--- config.mk ---
export PLATFORM = sky130hd
export DESIGN_NAME = ddr_query_reader_flat
export DESIGN_NICKNAME = d
export VERILOG_FILES = /design/src/rtl/ddr_query_pkg.sv /design/src/rtl/ddr_query_if.sv /design/src/rtl/ddr_query_reader.sv /design/src/flat_wrapper.sv
export SDC_FILE = /design/constraint.sdc
export NUM_CORES = 1
export LEC_CHECK = 0
export BUFFER_PORTS_ARGS = -buffer_cell sky130_fd_sc_hd__buf_2
export CORE_AREA = 2 2 96 98
export CTS_BUF_LIST = sky130_fd_sc_hd__clkbuf_4 sky130_fd_sc_hd__clkbuf_8
export CTS_CLUSTER_DIAMETER = 150
export DETAILED_ROUTE_END_ITERATION = 16
export DIE_AREA = 0 0 98 100
export PLACE_DENSITY_LB_ADDON = 0.05
export REMOVE_ABC_BUFFERS = 1
export SLEW_MARGIN = 20
export SYNTH_ARGS = -nofsm -noshare
export SYNTH_HDL_FRONTEND = slang
export SYNTH_SLANG_ARGS = --single-unit
--- constraint.sdc ---
create_clock -name sys_clk -period 4.1 [get_ports sys_clk]
set_clock_uncertainty 0.2 [all_clocks]
set_input_delay 0.205 -clock sys_clk [delete_from_list [all_inputs] [get_ports sys_clk]]
set_output_delay 0.205 -clock sys_clk [all_outputs]
set_load 0.02 [all_outputs]
--- src/rtl/ddr_query_pkg.sv ---
// Constants for the DDR read latency query table and its byte link
package ddr_query_pkg;
    localparam int unsigned TABLE_BYTES  = 44;
    localparam int unsigned OFFSET_WIDTH = 6;
    localparam logic [7:0]  PARAM_ID     = 8'h9a;
    localparam logic [7:0]  PARAM_LENGTH = 8'h2a;
    localparam logic [7:0]  ROW_COUNT    = 8'h05;
    localparam logic [7:0]  ROW_BYTES    = 8'h08;
    localparam logic [7:0]  NOT_SUPPORTED = 8'hff;
    localparam logic [7:0]  OUT_OF_RANGE = 8'hff;
    // Column positions within a data row
    localparam int unsigned COL_FREQ       = 0;
    localparam int unsigned COL_CODE       = 1;
    localparam int unsigned COL_FAST_MODE  = 2;
    localparam int unsigned COL_FAST_DUMMY = 3;
    localparam int unsigned COL_DUAL_MODE  = 4;
    localparam int unsigned COL_DUAL_DUMMY = 5;
    localparam int unsigned COL_QUAD_MODE  = 6;
    localparam int unsigned COL_QUAD_DUMMY = 7;
    localparam int unsigned FIRST_DATA_ROW = 12;
    localparam int unsigned LENGTH_OFFSET  = 1;

    typedef logic [7:0] byte_type;
    typedef logic [OFFSET_WIDTH-1:0] offset_type;
endpackage

--- src/rtl/ddr_query_if.sv ---
// Byte link between the query table and the host that reads it
`timescale 1ns/1ps
`default_nettype none
interface ddr_query_if;
    import ddr_query_pkg::*;
    logic       req_valid;
    logic       req_write;
    offset_type req_offset;
    byte_type   req_wdata;
    logic       rsp_valid;
    byte_type   rsp_data;

    modport device (
        input  req_valid, req_write, req_offset, req_wdata,
        output rsp_valid, rsp_data
    );
    modport host (
        output req_valid, req_write, req_offset, req_wdata,
        input  rsp_valid, rsp_data
    );
endinterface
`default_nettype wire

--- src/rtl/ddr_query_reader.sv ---
// Host end: walks the table and looks up DDR read cycles for a code
`timescale 1ns/1ps
`default_nettype none
module ddr_query_reader (
    // Clock and reset
    input  wire logic   sys_clk,
    input  wire logic   reset,
    // User request
    input  wire logic   start,
    input  wire logic [1:0] latency_code,
    input  wire logic [1:0] command_kind,
    // User result
    output logic        done,
    output logic        found,
    output logic        supported,
    output logic [7:0]  freq_mhz,
    output logic [7:0]  mode_cycles,
    output logic [7:0]  dummy_cycles,
    output logic [7:0]  next_param_offset,
    // Link to device
    ddr_query_if.host   link
);
    import ddr_query_pkg::*;

    typedef enum logic [3:0] {
        IDLE  = 4'b0001,
        ISSUE = 4'b0010,
        WAIT  = 4'b0100,
        STORE = 4'b1000
    } state_type;

    // Walk control
    state_type  state;
    state_type  next_state;
    offset_type offset;
    offset_type next_offset;
    logic       req_valid;
    logic       next_req_valid;
    // Request captured at start, so the inputs may move mid-walk
    logic [1:0] want_code;
    logic [1:0] next_want_code;
    logic [1:0] want_kind;
    logic [1:0] next_want_kind;
    // Row being gathered, one byte per answer
    byte_type   row [ROW_BYTES];
    byte_type   next_row [ROW_BYTES];
    // Next values of the registered outputs
    logic       next_done;
    logic       next_found;
    logic       next_supported;
    byte_type   next_freq;
    byte_type   next_mode;
    byte_type   next_dummy;
    byte_type   next_param_at;
    // Decodes shared by the groups
    logic       begin_walk;
    logic       answer;
    logic       length_byte;
    logic       store;
    offset_type row_pos;
    logic [2:0] col;
    logic [2:0] mode_col;
    logic [2:0] dummy_col;
    logic       row_end;
    logic       last_byte;
    logic       row_match;
    logic       kind_ok;

    ////////////////////////////////////////////////////////////////////////
    assign begin_walk  = (state == IDLE) && start;
    assign answer      = (state == WAIT) && link.rsp_valid;
    assign length_byte = offset == offset_type'(LENGTH_OFFSET);
    assign store       = answer && !length_byte;
    // Column within the current row; data rows are eight bytes long
    assign row_pos     = offset - offset_type'(FIRST_DATA_ROW);
    assign col         = row_pos[2:0];
    assign mode_col    = 3'(COL_FAST_MODE) + {want_kind, 1'b0};
    assign dummy_col   = mode_col + 3'h1;
    assign row_end     = col == 3'(COL_QUAD_DUMMY);
    assign last_byte   = offset == offset_type'(TABLE_BYTES - 1);
    assign row_match   = row[COL_CODE][1:0] == want_code;
    // Kind 3 names no column; it is reported as unsupported
    assign kind_ok     = want_kind != 2'h3;

    ////////////////////////////////////////////////////////////////////////
    // Walk: one request per byte, then wait for its answer
    always_comb begin
        next_state     = state;
        next_offset    = offset;
        next_req_valid = 1'b0;
        unique case (state)
            IDLE: begin
                if (start) begin
                    next_offset = offset_type'(LENGTH_OFFSET);
                    next_state  = ISSUE;
                end
            end
            ISSUE: begin
                next_req_valid = 1'b1;
                next_state     = WAIT;
            end
            WAIT: begin
                // Length byte is not part of a row; go on to the first data row, past the header
                if (link.rsp_valid && length_byte) begin
                    next_offset = offset_type'(FIRST_DATA_ROW);
                    next_state  = ISSUE;
                end else if (link.rsp_valid) begin
                    next_state = STORE;
                end
            end
            STORE: begin
                // Ascending offsets up to the last table byte
                next_offset = offset + 6'h01;
                if (last_byte) begin
                    next_state = IDLE;
                end else begin
                    next_state = ISSUE;
                end
            end
            default: next_state = IDLE;
        endcase
    end

    always_ff @(posedge sys_clk or posedge reset) begin
        if (reset) begin
            state     <= IDLE;
            offset    <= '0;
            req_valid <= 1'b0;
        end else begin
            state     <= next_state;
            offset    <= next_offset;
            req_valid <= next_req_valid;
        end
    end

    ////////////////////////////////////////////////////////////////////////
    always_comb begin
        next_want_code = want_code;
        next_want_kind = want_kind;
        if (begin_walk) begin
            next_want_code = latency_code;
            next_want_kind = command_kind;
        end
    end

    always_ff @(posedge sys_clk or posedge reset) begin
        if (reset) begin
            want_code <= 2'h0;
            want_kind <= 2'h0;
        end else begin
            want_code <= next_want_code;
            want_kind <= next_want_kind;
        end
    end

    ////////////////////////////////////////////////////////////////////////
    // Each row byte lands in its own column as it is answered
    for (genvar i = 0; i < ROW_BYTES; i++) begin : g_row
        assign next_row[i] = (store && col == 3'(i)) ? link.rsp_data
                                                     : row[i];
    end

    always_ff @(posedge sys_clk or posedge reset) begin
        if (reset) begin
            row <= '{default: 8'h00};
        end else begin
            row <= next_row;
        end
    end

    ////////////////////////////////////////////////////////////////////////
    // Results; the last matching row wins, as the codes are unique
    always_comb begin
        next_done      = 1'b0;
        next_found     = found;
        next_supported = supported;
        next_freq      = freq_mhz;
        next_mode      = mode_cycles;
        next_dummy     = dummy_cycles;
        next_param_at  = next_param_offset;
        if (begin_walk) begin
            next_found     = 1'b0;
            next_supported = 1'b0;
        end
        if (answer && length_byte) begin
            // Next parameter: length plus its own offset plus one
            next_param_at = link.rsp_data + 8'(LENGTH_OFFSET + 1);
        end
        if (state == STORE && row_end) begin
            if (row_match) begin
                next_found     = 1'b1;
                next_freq      = row[COL_FREQ];
                next_mode      = kind_ok ? row[mode_col] : NOT_SUPPORTED;
                next_dummy     = kind_ok ? row[dummy_col] : NOT_SUPPORTED;
                // All-ones count marks an unsupported command
                next_supported = kind_ok &&
                                 (row[mode_col] != NOT_SUPPORTED) &&
                                 (row[dummy_col] != NOT_SUPPORTED);
            end
            next_done = last_byte;
        end
    end

    always_ff @(posedge sys_clk or posedge reset) begin
        if (reset) begin
            done              <= 1'b0;
            found             <= 1'b0;
            supported         <= 1'b0;
            freq_mhz          <= 8'h00;
            mode_cycles       <= 8'h00;
            dummy_cycles      <= 8'h00;
            next_param_offset <= 8'h00;
        end else begin
            done              <= next_done;
            found             <= next_found;
            supported         <= next_supported;
            freq_mhz          <= next_freq;
            mode_cycles       <= next_mode;
            dummy_cycles      <= next_dummy;
            next_param_offset <= next_param_at;
        end
    end

    ////////////////////////////////////////////////////////////////////////
    // Host only reads; the table is never written
    assign link.req_valid  = req_valid;
    assign link.req_write  = 1'b0;
    assign link.req_offset = offset;
    assign link.req_wdata  = 8'h00;
endmodule
`default_nettype wire

--- src/flat_wrapper.sv ---
// flat-port wrapper written by rule: the top's interface ports become plain ports
module ddr_query_reader_flat import ddr_query_pkg::*;
  (sys_clk, reset, start, latency_code, command_kind, done, found, supported, freq_mhz, mode_cycles, dummy_cycles, next_param_offset, link_req_valid, link_req_write, link_req_offset, link_req_wdata, link_rsp_valid, link_rsp_data);
  ddr_query_if link_i ();
  input  wire logic sys_clk;
  input  wire logic reset;
  input  wire logic start;
  input  wire logic [1:0] latency_code;
  input  wire logic [1:0] command_kind;
  output logic done;
  output logic found;
  output logic supported;
  output logic [7:0] freq_mhz;
  output logic [7:0] mode_cycles;
  output logic [7:0] dummy_cycles;
  output logic [7:0] next_param_offset;
  output wire logic [$bits(link_i.req_valid)-1:0] link_req_valid;
  output wire logic [$bits(link_i.req_write)-1:0] link_req_write;
  output wire logic [$bits(link_i.req_offset)-1:0] link_req_offset;
  output wire logic [$bits(link_i.req_wdata)-1:0] link_req_wdata;
  input wire logic [$bits(link_i.rsp_valid)-1:0] link_rsp_valid;
  input wire logic [$bits(link_i.rsp_data)-1:0] link_rsp_data;
  assign link_req_valid = link_i.req_valid;
  assign link_req_write = link_i.req_write;
  assign link_req_offset = link_i.req_offset;
  assign link_req_wdata = link_i.req_wdata;
  assign link_i.rsp_valid = link_rsp_valid;
  assign link_i.rsp_data = link_rsp_data;
  ddr_query_reader u_core (.sys_clk(sys_clk), .reset(reset), .start(start), .latency_code(latency_code), .command_kind(command_kind), .done(done), .found(found), .supported(supported), .freq_mhz(freq_mhz), .mode_cycles(mode_cycles), .dummy_cycles(dummy_cycles), .next_param_offset(next_param_offset), .link(link_i));
endmodule
**Word level (Yosys, flattened, before mapping)**

Cells that the tools add are included.

- Register bits: 114
- Bits in latches: 0
- Bits in writable memories: 0
- Bits in read-only memories: 0
- Input port bits: 16
- Output and inout bits: 51
- Logic and storage cells: 95
- Memories kept: 0

- Add/subtract/negate cells: 5
- Multiply operators: 0
- Divide/modulo/power cells: 0
- Order comparisons: 2
- Equal/unequal tests: 20
- Shift operators: 0
- Mux-type cells: 24
- Bitwise gates (word level): 2
- Reductions and logical operators: 22

Operator list:

| cell | number |
|---|---|
| $bmux W8 S3 | 2 |
| $mux W8 | 6 |
| $pmux W6 S3 | 1 |
| $logic_and A1 B1 Y1 | 16 |
| $ne A8 B8 Y1 const B | 2 |
| $pmux W4 S4 | 1 |
| $eq A3 B3 Y1 const B | 4 |
| $mux W4 | 3 |
| $mux W6 | 2 |
| $add A8 B2 Y8 const B | 1 |
| $ge A4 B4 Y1 const B | 2 |
| $mux W1 | 8 |
| $not A3 Y4 | 2 |
| $add A6 B1 Y6 const B | 1 |
| $eq A3 B2 Y1 const B | 2 |
| $eq A6 B1 Y1 const B | 1 |
| $eq A6 B6 Y1 const B | 1 |
| $ne A2 B2 Y1 const B | 3 |
| $eq A4 B1 Y1 const B | 1 |
| $eq A4 B2 Y1 const B | 1 |
| $eq A4 B3 Y1 const B | 1 |
| $eq A4 B4 Y1 const B | 1 |
| $reduce_and A2 Y1 | 2 |
| $add A2 B3 Y3 const A | 1 |
| other kinds (10) | 10 |

**Depth between registers and ports, before layout**

Gate-level depths: netlist of run 1.

- Depth in word-level cells: 10
- Depth in mapped cells: 9
- Mapped depth without buffers: 6

**Worst setup path after synthesis of run 1**

OpenSTA, ideal clock, no wires.

- Kind: register to register
- From: register u_core.want_kind[0]
- To: register u_core.supported
- Setup time: 0.095 ns
- Data arrival time: 2.282 ns
- Data required time: 3.805 ns
- Slack: 1.523 ns
- Cell stages (with the launch flop): 8
- Path buffers: 2
- Clock period less this slack: 2.577 ns
- Path through: dfrtp_1 ha_1 clkbuf_1 buf_1 mux4_2 nand4_1 nor2_1 o32ai_2

- Longest elaborated chain between the ends: 10
- Elaborated cells between the ends (all ways): 17
- Classes of those cells: add/sub (2); eq/ne (3); mux (8); bitwise (2); reduce/logical (2)

RTL lines:

| what | RTL line | RTL |
|---|---|---|
| start, declared | ddr_query_reader.sv:42 | `logic [1:0] want_kind;` |
| start signal, assigned | ddr_query_reader.sv:152 | `want_kind <= next_want_kind;` |
| $add A2 B3 Y3 | ddr_query_reader.sv:77 | `assign mode_col = 3'(COL_FAST_MODE) + {want_kind, 1'b0};` |
| $add A3 B1 Y3 / $not A3 Y4 (equally long branches) | ddr_query_reader.sv:78, ddr_query_reader.sv:197 |  |
| $not A3 Y4 (not written as such) / $bmux W8 S3 (equally long branches) | ddr_query_reader.sv:198, ddr_query_reader.sv:197 |  |
| $bmux W8 S3 / $mux W8 (equally long branches) | ddr_query_reader.sv:198, ddr_query_reader.sv:197 |  |
| $mux W8, on equally long branches | ddr_query_reader.sv:198, ddr_query_reader.sv:197 |  |
| $mux W8 (not written as such) / $ne A8 B8 Y1 (equally long branches) | ddr_query_reader.sv:198, ddr_query_reader.sv:197 |  |
| $ne A8 B8 Y1 / $logic_and A1 B1 Y1 (equally long branches) | ddr_query_reader.sv:198, ddr_query_reader.sv:196 |  |
| $logic_and A1 B1 Y1 (*) | ddr_query_reader.sv:197 | `(row[mode_col] != NOT_SUPPORTED) &&` |
| $mux W1 (*) | ddr_query_reader.sv:190 | `if (row_match) begin` |
| $mux W1 (*) | ddr_query_reader.sv:189 | `if (state == STORE && row_end) begin` |
| via u_core.next_supported | ddr_query_reader.sv:50 | `logic next_supported;` |
| end signal, assigned | ddr_query_reader.sv:216 | `supported <= next_supported;` |
| end, declared | ddr_query_reader.sv:15 | `output logic supported,` |

The timed path passes the listed nets; every way through them passes the cells marked *. The select of a mux whose other input is x is not followed.
A chain may end at the register's enable or synchronous reset.

**Final worst setup path of run 1**

- From: register u_core.state[1]
- To: register u_core.supported

- Longest elaborated chain between the ends: 5
- Elaborated cells between the ends (all ways): 7
- Classes of those cells: eq/ne (2); mux (3); reduce/logical (2)

RTL lines:

| what | RTL line | RTL |
|---|---|---|
| start, declared | ddr_query_reader.sv:33 | `state_type state;` |
| start signal, assigned | ddr_query_reader.sv:130 | `state <= next_state;` |
| $eq A4 B1 Y1 | ddr_query_reader.sv:70 | `assign begin_walk = (state == IDLE) && start;` |
| $logic_and A1 B1 Y1 | ddr_query_reader.sv:70 |  |
| $mux W1 | ddr_query_reader.sv:181 | `if (begin_walk) begin` |
| $mux W1 | ddr_query_reader.sv:190 |  |
| $mux W1 (*) | ddr_query_reader.sv:189 |  |
| via u_core.next_supported | ddr_query_reader.sv:50 |  |

The timed path passes the listed nets; every way through them passes the cells marked *.

==> summary.md, run 1 <==
| Metric | Value |
|---|---|
| Unique masters post-synth | `44` |
| Unrepaired setup endpoints after global routing | `false` |
| Net count, final | `466` |
| Die ar. | `9800 sq um` |
| Final global-route overflow total | `0` |
| Number of synthesized flops with an enable pin | `0` |
| XOR/XNOR Fraction of Synth Area | `1.19%` |
| Crit path DAT | `3.18 ns` |
| Syn Area/Cell | `13.9 sq um` |
| Synth area leader | `dfrtp_1` |
| Crit path required time | `4.21 ns` |
| Initial Util | `57.8%` |
| Share of the yosys chip area belonging to registers | `55.5%` |
| Most area-consuming cells after synthesis | `dfrtp_1, mux2_2, mux4_2` |
| Cts bufs inserted | `17` |
| Clk Latency, worst-skew pair | `0.42 ns` |
| Diode count | `0` |
| Placed inst area | `5470 sq um` |
| I/O pin cnt | `67` |
| Pwr dens | `565 nW/um^2` |
| Initial drt markers | `220` |
| Post-synth top flop | `dfrtp_1` |
| Mapped Cells | `370` |
| CP Launch Type | `register` |
| VDD IR max | `0.277 mV` |
| Crit share post-route | `74.9%` |
| Die X | `98 um` |
| Max Cap Viol | `0` |
| Post-route cell area | `6080 sq um` |
| Number of synthesized register bits | `114` |
| F_max | `0.326 GHz` |
| Warnings from Yosys | `0` |
| Initial antenna violation count | `0` |
| Setup violators final | `0` |
| PostCTS Resize Cnt | `0` |
| Port Buf Inserts | `57` |
| Adder-cell area share of the yosys netlist | `1.95%` |
| GPL Wtd Cong | `0.858` |
| Cell area after synthesis | `5140 sq um` |
| Compound-Gate Fraction of Synth Area | `6.50%` |
| Clock Sinks | `114` |
| Root Driver | `clkbuf_8` |
| Via Count | `3310` |
| Largest net degree at the start of global routing | `62` |
| Pins Over Slew Limit | `0` |
| Routed Antenna Nets | `0` |
| Worst Max-Slew Pin Slew | `0.795 ns` |
| # DRC | `0` |
| Most frequent cells in the layout | `dfrtp_1, mux2_2, buf_2` |
| Core Area | `8890 sq um` |
| WL per Instance | `18.6 um` |
| Postcts setup bufs | `0` |
| Most common cell after layout, fill and taps aside | `dfrtp_1` |
| Tot GR Track Use | `23.1%` |
| Vias in the first global route | `3257` |
| Crit-path max cell delay | `0.69 ns` |
| Post-synthesis simple-gate area fraction | `6.86%` |
| Register area | `2850 sq um` |
| Run status | `completed` |
| Num rows | `35` |
| Min Tclk post-route | `3.07 ns` |
| Crit-path max FO | `17` |
| Multiplexer share of the synthesized area | `24.1%` |
| HP Class | `in -> async` |
| H-tree levels | `4` |
| Final wirelength | `10500 um` |
| Hold Vio Cnt, Final | `0` |
| CTS Buffer Depth | `2` |
| Area growth, synth to finish | `18.2%` |
| Setup Crit Path Kind | `reg -> reg` |
| Share of layout cells above drive strength 1 | `43.4%` |
| CTS Hold Bufs | `15` |
| Fillers | `676` |
| First-pass GRT wire length | `17400 um` |
| CTS tree | `built` |
| Ys async rst share | `100%` |
| Critical path's slowest cell | `or4b_1` |
| Top-area cell type share of the netlist area | `55.0%` |
| Final Core Density | `68.3%` |
| Multi-input logic area | `2130 sq um` |
| Crit-path cells | `or4b_1, nor4_4, nand2b_1, o32ai_2` |
| Combinational family with the most area after synthesis | `multiplexers` |
| HPWL after DPL | `7020 um` |
| Worst-path clk slew | `0.07 ns` |
| Vias/cell | `5.86` |
| Relative slew slack | `46.3%` |
| Setup_tns | `0 ns` |
| Crit. End Element | `register` |
| Die Height | `100 um` |
| Static Leak | `0.00305 uW` |
| DRT Pass-1 Iters | `4` |
flip-flops by register name, indices dropped and copies added, names as in the netlist, 4 cells and up:
signal / flops
u_core.freq_mhz: 8
u_core.row: 64
u_core.state: 4
u_core.link.req_offset: 6
u_core.next_param_offset: 8
u_core.mode_cycles: 8
u_core.dummy_cycles: 8
worst max-delay path, delay by kind of cell (launching register included):
kind	cells	cell delay, ns
and+or+nand+nor	3	1.89
DFF	1	0.49
AOI/OAI and AO/OA	1	0.39
cells in the mapped netlist (2+ instances only):
cell type and number:
dfrtp_1 113, mux2_2 78, mux4_2 16, o22a_1 16, clkbuf_1 14, nand2_1 13, nor2_1 12, buf_4 10
o21ai_0 10, nand3_1 9, ha_1 8, nand4_1 7, inv_1 6, buf_2 5, a21oi_1 4, nor4b_1 4
xor2_1 4, a31oi_1 3, nor3_1 3, o41ai_1 3, or2_2 3, xnor2_1 3, a22o_1 2, buf_1 2
nor2b_1 2, nor4_1 2
power by group:
part,total [uW],switching [uW],internal (uW)
clock network,1180,441,739
logic,821,438,383
registers,1430,135,1300
total,3430,1010,2420
layer usage:
metal  share of wire (%)  GRT usage [%]
met1                  47           33.1
met2                  48           35.4
met3                 4.2           6.27
met4                 1.0           6.52
met5                   0              0
worst paths after layout:
check,from,to,slack (ns),cells after the start
worst min-delay path,reset,u_core.dummy_cycles[4],0.26,3
min in group sys_clk,u_core.found,u_core.found,0.28,1
worst min register to register,u_core.found,u_core.found,0.28,1
worst max-delay path,u_core.state[1],u_core.supported,1.03,4
max in group asynchronous,reset,u_core.state[0],2.54,4
worst max register to register,u_core.state[1],u_core.supported,1.03,4
cell type report:
cell class | instances | share of cell area (%)
flip-flops and latches | 114 | 47.0
multi-input cells | 225 | 35.0
repair buffers | 77 | 7.78
clock buffers | 23 | 5.00
clock inverters | 8 | 2.47
well taps | 111 | 2.29
inverters | 7 | 0.474
stage by stage:
stage / power [uW] / setup WS, ns / cells / hold WS, ns
finish: 3430 / 1.03 / 565 / 0.260
global route: 3620 / 0.860 / 565 / 0.311
CTS: 3470 / 1.00 / 565 / 0.268
detailed placement: 2270 / 1.04 / 519 / 0.187
global placement: 2250 / 1.13 / 519 / 0.180
floorplan: 2020 / 0.681 / 346 / 0.117
cell families (layout without fill, tap and decap cells):
group | count (synthesis) | count (layout)
AOI/OAI and AO/OA | 44 | 44
xor gates and xnor gates | 7 | 7
adders and majority gates | 8 | 8
buffers and inverters | 39 | 115
DFF | 114 | 114
muxes | 94 | 94
other | 1 | 9
and+or+nand+nor | 63 | 63
(Power assumes the default switching activity.)
==> run 2, diff against run 1 <==
CORE_AREA = 2 2 101 103   (was 2 2 96 98)
DIE_AREA = 0 0 103 105   (was 0 0 98 100)
clock period = 2.5 ns   (was 4.1 ns; I/O delays follow)
==> run 2 against run 1 <==
Compared with the run above: worst setup slack lost 0.83 ns; critical endpoint is now u_core.freq_mhz[5]; global-route usage decreased by 1.4 points; fmax up 34%; register-to-register slack got worse by 0.83 ns; total power increased by 59%.
==> summary.md, run 2 (synthesis results as in run 1) <==
| Metric | Value |
|---|---|
| Run status | `completed` |
| Reg2Reg Launch Point | `u_core.link.req_offset[0]` |
| Cts bufs inserted | `17 (unchanged)` |
| Static Leak | `0.00311 uW (+2.0%)` |
| F_max | `0.435 GHz (+34%)` |
| Pwr dens | `879 nW/um^2 (+56%)` |
| Worst Max-Slew Pin Slew | `0.513 ns (-0.281 ns)` |
| Max Cap Viol | `0 (unchanged)` |
| Largest net degree at the start of global routing | `55 (-11%)` |
| Crit path required time | `2.62 ns (-1.59 ns)` |
| Min Tclk post-route | `2.30 ns (-0.771 ns)` |
| PnR worst setup slack | `0.201 ns (-0.829 ns)` |
| Net count, final | `486 (+4.3%)` |
| Hold Vio Cnt, Final | `0 (unchanged)` |
| Fin cells | `608 (+7.6%)` |
| Diode count | `0 (unchanged)` |
| Die ar. | `10800 sq um (+10%)` |
| Root Driver | `clkbuf_8` |
| Pins Over Slew Limit | `0 (unchanged)` |
| Max reg flops | `64 (unchanged)` |
| Most frequent cells in the layout | `dfrtp_1, mux2_2, buf_2` |
| Crit-path max FO | `25 (+8)` |
| FF-to-FF path depth | `6 (+2)` |
| Clock Sinks | `114 (unchanged)` |
| Share of layout cells above drive strength 1 | `45.7% (+2.3 points)` |
| WL per Instance | `17.6 um (-5.4%)` |
| Crit path DAT | `2.42 ns (-0.76 ns)` |
| Via Count | `3392 (+2.5%)` |
| DRT Pass-1 Iters | `4 (unchanged)` |
| Largest Register | `u_core.row` |
| Initial antenna violation count | `0 (unchanged)` |
| I/O pin cnt | `67 (unchanged)` |
| Initial drt markers | `116 (-47%)` |
| Vias in the first global route | `3362 (+3.2%)` |
| Crit share post-route | `92.0% (+17 points)` |
| Vias/cell | `5.58 (-4.8%)` |
| Port Buf Inserts | `57 (unchanged)` |
| Fillers | `779 (+15%)` |
| Unrepaired setup endpoints after global routing | `false` |
| VDD IR max | `0.703 mV (+150%)` |
| Setup Crit Path Kind | `reg -> reg` |
| Num rows | `36 (+2.9%)` |
| Die Height | `105 um (+5.0%)` |
| Crit. End Element | `register` |
| Relative slew slack | `65.8% (+19 points)` |
| CP Launch Type | `register` |
| Placed insts | `561 (+8.1%)` |
| CTS tree | `built` |
| HPWL after DPL | `7240 um (+3.1%)` |
| CP startpoint | `u_core.link.req_offset[0]` |
| HP Class | `in -> async` |
| Final global-route overflow total | `0 (unchanged)` |
| Setup_tns | `0 ns (unchanged)` |
| Clk Latency, worst-skew pair | `0.43 ns (about the same)` |
| Worst-path clk slew | `0.07 ns (about the same)` |
| H-tree levels | `4 (unchanged)` |
| Most common cell after layout, fill and taps aside | `dfrtp_1` |
| Core Area | `9640 sq um (+8.4%)` |
| Initial Util | `53.3% (-4.5 points)` |
| Tot GR Track Use | `21.7% (-1.4 points)` |
| CTS Buffer Depth | `2 (unchanged)` |
| Die X | `103 um (+5.1%)` |
| Dpl ws | `0.212 ns (-0.824 ns)` |
| # DRC | `0 (unchanged)` |
| Area growth, synth to finish | `20.8%` |
| Final wirelength | `10700 um (+1.8%)` |
| GPL Wtd Cong | `0.814 (-5.1%)` |
| Routed Antenna Nets | `0 (unchanged)` |
| Setup violators final | `0 (unchanged)` |
| First-pass GRT wire length | `17700 um (+1.9%)` |
[run 2: metal layers]
metal | track usage (%) | vias up | share of wire (%)
li1 | - | 1542 | -
met1 | 31.6 | 1756 | 48
met2 | 31.9 | 80 | 47
met3 | 5.22 | 14 | 3.3
met4 | 7.42 | 0 | 1.5
met5 | 0 | - | 0
[run 2: repair_timing]
item / CTS / global route
hold buffers: 15 / 0
buffers inserted: 0 / 0
resized for setup: 0 / 0
hold endpoints to repair: 172 / 0
[run 2: path summary, 6_finish.rpt]
check	to	slack, ns
max in group asynchronous	u_core.row[34]	1.31
hold / removal	u_core.want_code[0]	0.08
setup reg to reg	u_core.freq_mhz[5]	0.20
min in group sys_clk	u_core.want_code[1]	0.26
setup / recovery	u_core.freq_mhz[5]	0.20
hold reg to reg	u_core.found	0.27
[run 2: critical path, cell delays in order, from the launching register on]
cell and delay [ns]:
dfrtp_1 0.46, ha_1 0.25, ha_1 0.20, inv_1 0.09, nor4_4 0.39, buf_12 0.24, mux2_2 0.35
[run 2: cell type report]
type	instances	area, sq um	share of cell area, %
flip-flops and latches	114	2850	46.0
multi-input cells	225	2120	34.1
repair buffers	97	661	10.6
clock buffers	18	248	3.99
well taps	133	166	2.68
clock inverters	14	133	2.14
inverters	7	28.8	0.463
[run 2: metrics by stage]
stage	instance area, sq um	hold WS, ns	power, uW	util, %
finish	6210	0.0819	5460	64.4
global route	6210	0.123	5780	64.4
CTS	6210	0.0859	5520	64.4
detailed placement	5680	0.00254	3880	58.9
global placement	5680	0.00479	3850	58.9
floorplan	5000	0.0367	3320	-
[run 2: report_power, final]
| group | switching (uW) | internal [uW] | leakage (uW) |
|---|---|---|---|
| Combinational | 805 | 744 | 0.00135 |
| Sequential | 175 | 2130 | 0.00157 |
| Clock | 789 | 820 | 0.000186 |
| Total | 1770 | 3690 | 0.00311 |
